--- src/hdl/vrs_pkg.sv ---
// constants shared by the regulator start-up and fault sequencer
// assumes every analog level arrives as a 13-bit code of 0.25 mV per step
// ****************************************
// Notes on behaviour
// ****************************************
package vrs_pkg;
    // ****************************************
    // code scale and clock
    // ****************************************
    localparam int          VW            = 13;      // width of a voltage code
    localparam int          LSB_UV        = 250;     // microvolts per code step
    localparam int          CLK_PERIOD_PS = 25000;   // 40 MHz
    localparam int          US_CYC        = 1000000 / CLK_PERIOD_PS;
    // ****************************************
    // enable comparator
    // ****************************************
    localparam int          EN_RISE_MV    = 860;
    localparam int          EN_HYST_MV    = 110;
    localparam logic [12:0] EN_RISE  = 13'(EN_RISE_MV * 1000 / LSB_UV);
    localparam logic [12:0] EN_FALL  = 13'((EN_RISE_MV - EN_HYST_MV) * 1000 / LSB_UV);
    // ****************************************
    // soft-start timing
    // ****************************************
    localparam int          DELAY_US      = 100;     // hold before the ramp
    localparam int          RAMP_UV_PER_US = 3250;   // 3.25 mV per microsecond
    localparam logic [12:0] RAMP_STEP = 13'(RAMP_UV_PER_US / LSB_UV);
    localparam logic [6:0]  DELAY_LAST = 7'(DELAY_US - 1);
    localparam logic [5:0]  US_LAST    = 6'(US_CYC - 1);
    // ****************************************
    // fault thresholds
    // ****************************************
    localparam int          UV_SET_MV     = 300;
    localparam int          UV_CLR_MV     = 250;
    localparam int          OV_DONE_MV    = 400;
    localparam logic [13:0] UV_SET   = 14'(UV_SET_MV * 1000 / LSB_UV);
    localparam logic [13:0] UV_CLR   = 14'(UV_CLR_MV * 1000 / LSB_UV);
    localparam logic [12:0] OV_DONE  = 13'(OV_DONE_MV * 1000 / LSB_UV);
    localparam logic [12:0] OV_TRIP  = 13'h1c20;     // absolute trip, 1.8 V
    localparam logic [13:0] PG_OV_OFS = 14'h0320;    // window top, target + 200 mV
    // ****************************************
    // phase counts
    // ****************************************
    localparam logic [2:0]  PH_TWO   = 3'h2;
    localparam logic [2:0]  PH_THREE = 3'h3;
    localparam logic [2:0]  PH_FOUR  = 3'h4;
    typedef enum logic [2:0] {ST_SHUT, ST_DELAY, ST_RAMP, ST_RUN, ST_LATCH} vrs_state_t;
endpackage

--- src/hdl/vrs_sequencer.sv ---
// start-up, soft-start and fault sequencing for a core rail and a north bridge rail
// assumes comparator levels and voltage codes are synchronous to mclk_i
`timescale 1ns/1ps
`default_nettype none
module vrs_sequencer (
    input  wire logic        mclk_i,
    input  wire logic        rst_i,
    input  wire logic [12:0] en_volt_i,           // enable pin level
    input  wire logic        vcc_por_i,           // bias supply above threshold
    input  wire logic        drv_core_supply_por_i,
    input  wire logic        drv_nb_supply_por_i,
    input  wire logic        mode_select_pin_i,   // high selects serial mode
    input  wire logic        phase3_sense_neg_i,  // high: tied to bias
    input  wire logic        phase4_sense_neg_i,
    input  wire logic        fixed_vid_enable_i,
    input  wire logic        serial_vid_data_i,
    input  wire logic        serial_vid_clock_i,
    input  wire logic [12:0] core_target_pvi_i,   // decoded parallel code
    input  wire logic [12:0] core_target_svi_i,   // decoded from boot code
    input  wire logic [12:0] nb_target_svi_i,
    input  wire logic [12:0] core_fb_i,           // feedback node levels
    input  wire logic [12:0] nb_fb_i,
    input  wire logic [12:0] core_vsense_i,       // differential output voltage
    input  wire logic [12:0] nb_vsense_i,
    input  wire logic        core_oc_i,
    input  wire logic        nb_oc_i,
    output logic             enabled_o,
    output logic             serial_mode_o,
    output logic [2:0]       boot_code_o,
    output logic [2:0]       phase_count_o,
    output logic [12:0]      core_dac_o,
    output logic [12:0]      nb_dac_o,
    output logic             soft_start_o,
    output logic             core_drive_en_o,
    output logic             nb_drive_en_o,
    output logic             core_lower_on_o,
    output logic             nb_lower_on_o,
    output logic             latched_off_o,
    output logic             power_good_out_o
);
    vrs_pkg::vrs_state_t state_ff;
    logic        en_ff, en_d_ff, serial_ff;
    logic [2:0]  boot_ff, phase_ff;
    logic [12:0] core_tgt_ff, nb_tgt_ff, core_ref_ff, nb_ref_ff;
    logic [5:0]  us_cnt_ff;
    logic [6:0]  delay_cnt_ff;
    logic        core_drv_ff, nb_drv_ff, core_lo_ff, nb_lo_ff;
    logic        core_uv_ff, nb_uv_ff, pg_ff;
    logic        por_ok, en_rise, tick, ss_active;
    logic        ov_core, ov_nb, ov_any, oc_any, fault_latch;
    logic [12:0] nxt_core_ref, nxt_nb_ref;

    // ****************************************
    // qualification
    // ****************************************
    // all three supplies must be good; any drop acts as a supply reset
    assign por_ok    = vcc_por_i & drv_core_supply_por_i & drv_nb_supply_por_i;
    assign en_rise   = en_ff & ~en_d_ff;
    assign ss_active = (state_ff == vrs_pkg::ST_DELAY) || (state_ff == vrs_pkg::ST_RAMP);
    assign tick      = ss_active && (us_cnt_ff == vrs_pkg::US_LAST);

    // enable comparator with hysteresis, so a bouncing level cannot chatter
    always_ff @(posedge mclk_i) begin
        if (rst_i || !por_ok) begin
            en_ff   <= 1'b0;
            en_d_ff <= 1'b0;
        end else begin
            if (en_volt_i > vrs_pkg::EN_RISE) begin
                en_ff <= 1'b1;
            end else if (en_volt_i < vrs_pkg::EN_FALL) begin
                en_ff <= 1'b0;
            end
            en_d_ff <= en_ff;
        end
    end

    // mode and serial boot inputs caught once at the enable rise
    always_ff @(posedge mclk_i) begin
        if (rst_i) begin
            serial_ff <= 1'b0;
            boot_ff   <= 3'h0;
        end else if (en_rise) begin
            serial_ff <= mode_select_pin_i;
            if (mode_select_pin_i) begin
                boot_ff <= {fixed_vid_enable_i, serial_vid_data_i, serial_vid_clock_i};
            end
        end
    end

    // phase detect runs only while shut down, frozen during operation
    always_ff @(posedge mclk_i) begin
        if (rst_i) begin
            phase_ff <= vrs_pkg::PH_FOUR;
        end else if (state_ff == vrs_pkg::ST_SHUT) begin
            if (phase3_sense_neg_i && phase4_sense_neg_i) begin
                phase_ff <= vrs_pkg::PH_TWO;
            end else if (phase4_sense_neg_i) begin
                phase_ff <= vrs_pkg::PH_THREE;
            end else begin
                phase_ff <= vrs_pkg::PH_FOUR;
            end
        end
    end

    // ****************************************
    // fault detection
    // ****************************************
    // overvoltage needs both the absolute trip and the window top
    assign ov_core = (core_vsense_i > vrs_pkg::OV_TRIP)
                  && ({1'b0, core_vsense_i} > {1'b0, core_tgt_ff} + vrs_pkg::PG_OV_OFS);
    assign ov_nb   = serial_ff && (nb_vsense_i > vrs_pkg::OV_TRIP)
                  && ({1'b0, nb_vsense_i} > {1'b0, nb_tgt_ff} + vrs_pkg::PG_OV_OFS);
    assign ov_any  = ov_core || ov_nb;
    assign oc_any  = (core_oc_i || (serial_ff && nb_oc_i))
                  && (state_ff != vrs_pkg::ST_SHUT) && (state_ff != vrs_pkg::ST_LATCH);
    assign fault_latch = ov_any || oc_any;

    // ****************************************
    // sequencer
    // ****************************************
    // latched off is left only through a supply reset, never by enable
    always_ff @(posedge mclk_i) begin
        if (rst_i || !por_ok) begin
            state_ff <= vrs_pkg::ST_SHUT;
        end else if (fault_latch) begin
            state_ff <= vrs_pkg::ST_LATCH;
        end else begin
            unique case (state_ff)
                vrs_pkg::ST_SHUT: begin
                    // en_d_ff gives the mode latch one cycle to settle
                    if (en_ff && en_d_ff) begin
                        state_ff <= vrs_pkg::ST_DELAY;
                    end
                end
                vrs_pkg::ST_DELAY: begin
                    if (!en_ff) begin
                        state_ff <= vrs_pkg::ST_SHUT;
                    end else if (tick && delay_cnt_ff == vrs_pkg::DELAY_LAST) begin
                        state_ff <= vrs_pkg::ST_RAMP;
                    end
                end
                vrs_pkg::ST_RAMP: begin
                    if (!en_ff) begin
                        state_ff <= vrs_pkg::ST_SHUT;
                    end else if (core_ref_ff == core_tgt_ff && nb_ref_ff == nb_tgt_ff) begin
                        state_ff <= vrs_pkg::ST_RUN;
                    end
                end
                vrs_pkg::ST_RUN: begin
                    if (!en_ff) begin
                        state_ff <= vrs_pkg::ST_SHUT;
                    end
                end
                vrs_pkg::ST_LATCH: begin
                    state_ff <= vrs_pkg::ST_LATCH;
                end
            endcase
        end
    end

    // microsecond divider and delay counter, live only during soft-start
    always_ff @(posedge mclk_i) begin
        if (rst_i || !ss_active) begin
            us_cnt_ff    <= 6'h00;
            delay_cnt_ff <= 7'h00;
        end else begin
            us_cnt_ff <= tick ? 6'h00 : us_cnt_ff + 6'h01;
            if (tick && state_ff == vrs_pkg::ST_DELAY) begin
                delay_cnt_ff <= delay_cnt_ff + 7'h01;
            end
        end
    end

    // ****************************************
    // targets and ramp
    // ****************************************
    // targets load on entry to soft-start and stay put until shutdown
    always_ff @(posedge mclk_i) begin
        if (rst_i) begin
            core_tgt_ff <= 13'h0000;
            nb_tgt_ff   <= 13'h0000;
        end else if (state_ff == vrs_pkg::ST_SHUT && en_ff && en_d_ff) begin
            core_tgt_ff <= serial_ff ? core_target_svi_i : core_target_pvi_i;
            nb_tgt_ff   <= serial_ff ? nb_target_svi_i : 13'h0000;
        end
    end

    // one step per microsecond, clamped at the target; 14-bit sum avoids wrap
    always_comb begin
        nxt_core_ref = core_ref_ff;
        nxt_nb_ref   = nb_ref_ff;
        if ({1'b0, core_ref_ff} + {1'b0, vrs_pkg::RAMP_STEP} >= {1'b0, core_tgt_ff}) begin
            nxt_core_ref = core_tgt_ff;
        end else begin
            nxt_core_ref = core_ref_ff + vrs_pkg::RAMP_STEP;
        end
        if ({1'b0, nb_ref_ff} + {1'b0, vrs_pkg::RAMP_STEP} >= {1'b0, nb_tgt_ff}) begin
            nxt_nb_ref = nb_tgt_ff;
        end else begin
            nxt_nb_ref = nb_ref_ff + vrs_pkg::RAMP_STEP;
        end
    end

    always_ff @(posedge mclk_i) begin
        if (rst_i || state_ff == vrs_pkg::ST_SHUT || state_ff == vrs_pkg::ST_DELAY) begin
            core_ref_ff <= 13'h0000;
            nb_ref_ff   <= 13'h0000;
        end else if (state_ff == vrs_pkg::ST_RAMP && tick) begin
            core_ref_ff <= nxt_core_ref;
            nb_ref_ff   <= nxt_nb_ref;
        end
    end

    // ****************************************
    // drive control
    // ****************************************
    // drives stay off while a pre-charged output sits above the reference;
    // once on they stay on, and the run state forces the core drive on, the north bridge drive only in serial mode
    always_ff @(posedge mclk_i) begin
        if (rst_i || state_ff == vrs_pkg::ST_SHUT || state_ff == vrs_pkg::ST_LATCH) begin
            core_drv_ff <= 1'b0;
            nb_drv_ff   <= 1'b0;
        end else if (state_ff == vrs_pkg::ST_RUN) begin
            core_drv_ff <= 1'b1;
            nb_drv_ff   <= serial_ff;
        end else if (state_ff == vrs_pkg::ST_RAMP) begin
            if (core_ref_ff > core_fb_i) begin
                core_drv_ff <= 1'b1;
            end
            if (serial_ff && nb_ref_ff > nb_fb_i) begin
                nb_drv_ff <= 1'b1;
            end
        end
    end

    // overvoltage clamp: set wins, released below 400 mV, rearms each time
    always_ff @(posedge mclk_i) begin
        if (rst_i) begin
            core_lo_ff <= 1'b0;
            nb_lo_ff   <= 1'b0;
        end else begin
            if (ov_core) begin
                core_lo_ff <= 1'b1;
            end else if (core_vsense_i < vrs_pkg::OV_DONE) begin
                core_lo_ff <= 1'b0;
            end
            if (ov_nb) begin
                nb_lo_ff <= 1'b1;
            end else if (nb_vsense_i < vrs_pkg::OV_DONE) begin
                nb_lo_ff <= 1'b0;
            end
        end
    end

    // ****************************************
    // undervoltage and power good
    // ****************************************
    // undervoltage only flags power good, with 50 mV of hysteresis
    always_ff @(posedge mclk_i) begin
        if (rst_i || state_ff != vrs_pkg::ST_RUN) begin
            core_uv_ff <= 1'b0;
            nb_uv_ff   <= 1'b0;
        end else begin
            if ({1'b0, core_vsense_i} + vrs_pkg::UV_SET < {1'b0, core_tgt_ff}) begin
                core_uv_ff <= 1'b1;
            end else if ({1'b0, core_vsense_i} + vrs_pkg::UV_CLR > {1'b0, core_tgt_ff}) begin
                core_uv_ff <= 1'b0;
            end
            if (serial_ff && {1'b0, nb_vsense_i} + vrs_pkg::UV_SET < {1'b0, nb_tgt_ff}) begin
                nb_uv_ff <= 1'b1;
            end else if ({1'b0, nb_vsense_i} + vrs_pkg::UV_CLR > {1'b0, nb_tgt_ff}) begin
                nb_uv_ff <= 1'b0;
            end
        end
    end

    always_ff @(posedge mclk_i) begin
        if (rst_i || !por_ok) begin
            pg_ff <= 1'b0;
        end else begin
            pg_ff <= (state_ff == vrs_pkg::ST_RUN) && en_ff && !fault_latch
                  && !core_uv_ff && !nb_uv_ff;
        end
    end

    // ****************************************
    // outputs
    // ****************************************
    assign enabled_o        = en_ff;
    assign serial_mode_o    = serial_ff;
    assign boot_code_o      = boot_ff;
    assign phase_count_o    = phase_ff;
    assign core_dac_o       = core_ref_ff;
    assign nb_dac_o         = nb_ref_ff;
    assign soft_start_o     = ss_active;
    assign core_drive_en_o  = core_drv_ff && !core_lo_ff;
    assign nb_drive_en_o    = nb_drv_ff && !nb_lo_ff;
    assign core_lower_on_o  = core_lo_ff;
    assign nb_lower_on_o    = nb_lo_ff;
    assign latched_off_o    = (state_ff == vrs_pkg::ST_LATCH);
    assign power_good_out_o = pg_ff;
endmodule // vrs_sequencer
`default_nettype wire

--- config.mk ---
export PLATFORM = sky130hd
export DESIGN_NAME = vrs_sequencer
export DESIGN_NICKNAME = d
export VERILOG_FILES = /design/src/hdl/vrs_pkg.sv /design/src/hdl/vrs_sequencer.sv
export SDC_FILE = /design/constraint.sdc
export NUM_CORES = 1
export LEC_CHECK = 0
export BUFFER_PORTS_ARGS = -buffer_cell sky130_fd_sc_hd__buf_2
export CORE_MARGIN = 2
export CORE_UTILIZATION = 45
export CTS_BUF_LIST = sky130_fd_sc_hd__clkbuf_8
export DETAILED_ROUTE_END_ITERATION = 16
export PLACE_DENSITY = 0.67
export SLEW_MARGIN = 20
export SYNTH_ARGS = -nofsm -noshare
export SYNTH_HDL_FRONTEND = slang
export SYNTH_SLANG_ARGS = --single-unit
--- constraint.sdc ---
create_clock -name mclk_i -period 8.9 [get_ports mclk_i]
set_input_delay 2.225 -clock mclk_i [delete_from_list [all_inputs] [get_ports mclk_i]]
set_output_delay 2.225 -clock mclk_i [all_outputs]
set_load 0.02 [all_outputs]
==> metrics.md, run 1 <==
| Metric | Value |
|---|---|
| Status | `complete, no violations` |
| Synth top area cells | `dfxtp_1 21%, ha_1 20%, xnor2_1 6.7%` |
| Arrival time at the worst endpoint | `4520 ps` |
| Pwr per Cell Area | `91.27 mW/mm²` |
| Vias in the first global route | `7214` |
| Worst Hold Launch | `us_cnt_ff[0]` |
| I/O pins | `158` |
| Flops & latches, synth | `84` |
| Commonest non-fill, non-tap cell in the layout | `buf_2` |
| Layout Skew | `14.34 ps` |
| RSZ-0062 raised after global routing | `false` |
| Die H | `138.6 µm` |
| Nets | `1405` |
| Hold Path Sink | `us_cnt_ff[0]` |
| Most used cell, CP | `a21oi_1` |
| DP HPWL | `18580 µm` |
| Vias | `7853` |
| Crit share post-route | `0.4777` |
| Worst path max stage delay | `530 ps` |
| Cts-stage hold buffer count | `0` |
| Root Buffer | `clkbuf_8` |
| Ratio of cells with drive above 1 in the final layout | `0.1651` |
| Crit path capture type | `flop` |
| Reg2reg start | `core_dac_o[0]` |
| Critical R2R Capture | `core_dac_o[12]` |
| CTS tree | `built` |
| Slowest CP cell | `o41ai_1` |
| Number of remaining DRC errors | `0` |
| Post-synth ARST share | `0` |
| Mapped cell area | `0.008147 mm²` |
| Routed Antenna Nets | `0` |
| Sequential fraction of the synthesis area | `0.2064` |
| Worst setup SP type | `input port` |
| Core area | `0.01784 mm²` |
| Commonest cells after routing, fill and taps aside | `157 x buf_2, 130 x ha_1, 84 x dfxtp_1` |
| Ys flop type | `dfxtp_1` |
| Avg Cell Area, Syn | `7.796 µm²` |
| Clock buffer depth | `2` |
| Initial core utilization | `0.4566` |
| DIE AREA | `0.01920 mm²` |
| Cell taking the most area after synthesis | `dfxtp_1` |
| Rel. slew slack | `0.3003` |
| Post-synth EDFFs | `0` |
| Leakage | `4.023 nW` |
| N_diodes | `0` |
| Standard-cell rows | `49` |
| R2R cell count | `12` |
| Yosys cell types | `64` |
| Tightest Pin Transition | `1047 ps` |
| Post-Synthesis Cells | `1045` |
| CTS buffer count | `9` |
| Worst Path Max Fanout | `7` |
| P&R area growth vs syn | `13.09%` |
| Crit-path cells | `buf_2 > or3_1 > o41ai_1 > xnor2_1 > ha_1 > and4_1 > nand4_1 > a21oi_1 > nor2_1 > a21oi_1 > o22ai_1` |
| GR Overflow Total | `0` |
| Total track usage | `0.2405` |
| Final hold violation count | `0` |
| Max Freq | `235.2 MHz` |
| Min-Delay Path Class | `flop to flop` |
| WHS Path Cells | `1` |
| Die width | `138.6 µm` |
| Core Util, Final | `0.5164` |
| Slew Viols, Final | `0` |
| CTS H-tree lvls | `3` |
| Drt initial violations | `679` |
| Gp weighted congestion | `0.9188` |
| Detailed Routing Iterations Pass 1 | `5` |
| Clk sinks | `84` |
| Crit path time final | `4251 ps` |
| Global-route wire length before repair | `37460 µm` |
| Largest net degree at the start of global routing | `43` |
| Initial antenna violation count | `0` |
| CP required | `9170 ps` |
| Vias per Instance | `5.642` |
| Hold slack | `457.3 ps` |
| Final wirelength | `23290 µm` |
| Setup CP Type | `input port to flop` |
| Worst-path clk slew | `90 ps` |
| Top cell type's share of synthesized area | `0.2064` |
| IO buf count | `157` |
| Mapped Nets | `1292` |
| Setup TNS | `0 ps` |
| Max cap viols | `0` |
| Postcts setup bufs | `0` |
| WL/cell | `16.73 µm` |
| Final setup viols | `0` |
| YS warnings | `0` |
| Post_cts resized | `0` |
| Worst R2R Setup Slack | `4820 ps` |
| Clk_lat worst skew | `390 ps` |
| Max rail drop VDD | `0.07999 mV` |
[logic make-up (layout without fill, tap and decap cells)]
logic type,after synthesis,count (layout),synth area share
AO/OA/AOI/OAI,237,237,0.1786
XOR/XNOR,96,96,0.1032
adder cells (fa/ha/maj),130,130,0.1997
buffers and inverters,137,255,0.06742
flip-flops,84,84,0.2064
multiplexers,31,31,0.03840
AND/OR/NAND/NOR,330,330,0.2063
[worst max-delay path by stage]
stage,start,end,cells after the start
floorplan,nb_vsense_i[5],nb_uv_ff,12
global placement,core_vsense_i[7],core_uv_ff,11
detailed placement,core_vsense_i[7],core_uv_ff,11
CTS,core_vsense_i[7],core_uv_ff,11
global route,core_vsense_i[7],core_uv_ff,11
finish,core_vsense_i[7],core_uv_ff,11
[sequential cells by signal, summed over array words and instances (netlist names), 3 cells and up]
| name | cells |
|---|---|
| delay_cnt_ff | 7 |
| phase_count_o | 3 |
| us_cnt_ff | 6 |
| nb_dac_o | 13 |
| nb_tgt_ff | 13 |
| state_ff | 3 |
| core_dac_o | 13 |
| core_tgt_ff | 13 |
| boot_code_o | 3 |
[report_power, final]
| group | switching [mW] | total [mW] | internal (mW) | leakage [nW] |
|---|---|---|---|---|
| clock | 0.153 | 0.319 | 0.166 | 0.118 |
| sequential | 0.000962 | 0.378 | 0.377 | 0.677 |
| combinational | 0.0779 | 0.144 | 0.0660 | 3.23 |
[Yosys cell counts, drive strengths merged, types with 29 or more instances]
master,count
o21ai,50
dfxtp,84
a21oi,83
mux2i,29
xor2,34
inv,78
nand2,78
nand3,48
ha,130
clkbuf,38
xnor2,62
nor2,77
[critical path, delay by kind of cell]
| kind | cells | cell delay, ps |
|---|---|---|
| AOI/OAI and AO/OA | 4 | 920 |
| xor gates and xnor gates | 1 | 130 |
| and+or+nand+nor | 4 | 800 |
| buffers and inverters | 1 | 150 |
| adders and majority gates | 1 | 300 |
[metrics by stage]
step	setup WS (ps)	instances	cell area, µm²	power (mW)
final	4649	1392	9213	0.8408
after global routing	4487	1392	9213	0.8807
after CTS	4711	1392	9213	0.8457
after detailed placement	4303	1376	8989	0.5282
after global placement	4402	1376	8989	0.5261
after floorplan	4548	1045	8147	0.4740
[cell type report]
class / count / area, µm²
clock buffer: 10 / 137.6
clock inverter: 6 / 86.33
fill: 1764 / 8628
inverter: 79 / 296.5
multi-input combinational: 824 / 5916
sequential: 84 / 1682
tap: 229 / 286.5
timing repair buffer: 160 / 808.3
[routing by layer]
| metal | up-vias | routed length [µm] | part of all wire | GRT usage |
|---|---|---|---|---|
| li1 | 3966 | - | - | - |
| met1 | 3586 | 11290 | 0.48 | 0.3467 |
| met2 | 269 | 10050 | 0.43 | 0.3695 |
| met3 | 32 | 1433 | 0.062 | 0.03936 |
| met4 | 0 | 522 | 0.022 | 0.07143 |
| met5 | - | 0 | 0 | 0 |
Power figures use the tool's default switching activity.
==> run 2, diff against run 1 <==
clock period = 4.1 ns   (was 8.9 ns; I/O delays follow)
==> metrics.md, run 2 (synthesized netlist as in run 1, its figures left out) <==
| Metric | Value |
|---|---|
| Total track usage | `0.2440 (+0.003544)` |
| Final hold violation count | `0 (unchanged)` |
| Max rail drop VDD | `0.2185 mV (+170%)` |
| Vias per Instance | `5.667 (+0.45%)` |
| Final setup viols | `0 (unchanged)` |
| Final wirelength | `23610 µm (+1.4%)` |
| DP HPWL | `18940 µm (+2.0%)` |
| Vias | `7917 (+0.81%)` |
| Ratio of cells with drive above 1 in the final layout | `0.1704 (+0.005286)` |
| Reg2reg start | `core_dac_o[0]` |
| CTS H-tree lvls | `3 (unchanged)` |
| Clock buffer depth | `2 (unchanged)` |
| Pwr per Cell Area | `190.8 mW/mm² (+110%)` |
| I/O pins | `158 (unchanged)` |
| Critical R2R Capture | `core_dac_o[12]` |
| Initial antenna violation count | `0 (unchanged)` |
| Setup CP Type | `flop to flop` |
| Worst R2R Setup Slack | `400 ps (-4420 ps)` |
| Routed Antenna Nets | `0 (unchanged)` |
| CP required | `4410 ps (-4760 ps)` |
| N_diodes | `0 (unchanged)` |
| P&R area growth vs syn | `13.33%` |
| Vias in the first global route | `7366 (+2.1%)` |
| DIE AREA | `0.01920 mm² (unchanged)` |
| Fill cells | `1776 (+0.68%)` |
| Crit path time final | `3704 ps` |
| CTS buffer count | `9 (unchanged)` |
| Worst Hold Launch | `us_cnt_ff[0]` |
| Worst-path clk slew | `90 ps (about the same)` |
| GR Overflow Total | `0 (unchanged)` |
| Die width | `138.6 µm (unchanged)` |
| IO buf count | `157 (unchanged)` |
| Gp weighted congestion | `0.9517 (+3.6%)` |
| Detailed Routing Iterations Pass 1 | `5 (unchanged)` |
| Clk_lat worst skew | `390 ps (about the same)` |
| Worst Path Max Fanout | `23 (+16)` |
| Min-Delay Path Class | `flop to flop` |
| Rel. slew slack | `0.4852 (+0.1849)` |
| Cts-stage hold buffer count | `0 (unchanged)` |
| Setup TNS | `0 ps (unchanged)` |
| RSZ-0062 raised after global routing | `false` |
| Leakage | `4.031 nW (+0.18%)` |
| Global-route wire length before repair | `37980 µm (+1.4%)` |
| CTS tree | `built` |
| Post_cts resized | `0 (unchanged)` |
| Commonest non-fill, non-tap cell in the layout | `buf_2` |
| WL/cell | `16.90 µm (+1.0%)` |
| Core area | `0.01784 mm² (unchanged)` |
| Tightest Pin Transition | `771.4 ps (-275.6 ps)` |
| Commonest cells after routing, fill and taps aside | `157 x buf_2, 130 x ha_1, 84 x dfxtp_1` |
| Nets | `1410 (+0.36%)` |
| Post-route cell area | `0.009233 mm² (+0.22%)` |
| Standard-cell rows | `49 (unchanged)` |
| Postcts setup bufs | `0 (unchanged)` |
| Hold Path Sink | `us_cnt_ff[0]` |
| Post-DP Area | `0.009029 mm² (+0.45%)` |
| Drt initial violations | `625 (-8.0%)` |
| Slew Viols, Final | `0 (unchanged)` |
| Arrival time at the worst endpoint | `4010 ps (-510 ps)` |
| Initial core utilization | `0.4566 (unchanged)` |
| WHS Path Cells | `1 (unchanged)` |
| Max cap viols | `0 (unchanged)` |
| Clk sinks | `84 (unchanged)` |
| Largest net degree at the start of global routing | `42 (-2.3%)` |
| Crit share post-route | `0.9035` |
| Worst setup SP type | `flop` |
| Root Buffer | `clkbuf_8` |
| Number of remaining DRC errors | `0 (unchanged)` |
| R2R cell count | `12 (unchanged)` |
| Crit path capture type | `flop` |
| Layout Skew | `20.11 ps (+5.775 ps)` |
| Status | `complete, no violations` |
| Max Freq | `270.0 MHz` |
| Die H | `138.6 µm (unchanged)` |
## run 2: changes by cell type in the layout (fill, tap and decap cells not counted), sizes merged
cell	previous run	this run
buf	160	165
bufinv	2	1
clkbuf	10	9
clkinv	2	3
clkinvlp	0	1
## run 2: metrics by stage
stage	utilization	instances	hold WS, ps	worst slack, ps	power [mW]
floorplan	-	1045	412.2	738.8	1.029
global placement	0.5059	1381	429.1	552.1	1.141
detailed placement	0.5061	1381	436.5	431.4	1.146
CTS	0.5175	1397	449.5	409.4	1.779
global route	0.5175	1397	473.9	21.61	1.856
finish	0.5175	1397	446.3	395.8	1.762
## run 2: where the power goes
part           total [mW]  internal (mW)  switching, mW
clock network       0.633          0.290          0.343
logic               0.308          0.143          0.165
registers           0.821          0.818        0.00282
## run 2: worst max path at each step
stage / from / endpoint / depth (start not counted)
after floorplan: core_dac_o[0] / core_dac_o[5] / 14
after global routing: core_dac_o[0] / core_dac_o[10] / 12
after global placement: core_dac_o[0] / core_dac_o[9] / 12
final: core_dac_o[0] / core_dac_o[12] / 12
after CTS: core_dac_o[0] / core_dac_o[12] / 12
after detailed placement: core_dac_o[0] / core_dac_o[10] / 12
## run 2: cell type report
type / instances / area (µm²) / area share
clock buffer: 9 / 123.9 / 0.01342
sequential: 84 / 1682 / 0.1821
tap: 229 / 286.5 / 0.03103
timing repair buffer: 165 / 845.8 / 0.09161
multi-input combinational: 824 / 5918 / 0.6410
inverter: 79 / 296.5 / 0.03212
clock inverter: 7 / 80.08 / 0.008673
## run 2: per-layer routing
| metal | global-route usage | wire length [µm] | share of wire | vias up |
|---|---|---|---|---|
| met1 | 0.3483 | 11140 | 0.47 | 3626 |
| li1 | - | - | - | 3958 |
| met2 | 0.3861 | 10330 | 0.44 | 301 |
| met5 | 0 | 0 | 0 | - |
| met4 | 0.05371 | 431 | 0.018 | 0 |
| met3 | 0.04282 | 1719 | 0.073 | 32 |
## run 2: critical path, cell delays in order (launching register included)
cell and delay (ps):
dfxtp_1 380, ha_1 290, o311ai_1 550, nor2_1 110, nand4_1 180, xnor2_1 80, ha_1 320, and4_1 190
nand4_1 120, o311ai_1 530, and2b_4 370, or3_1 340, a31oi_1 170
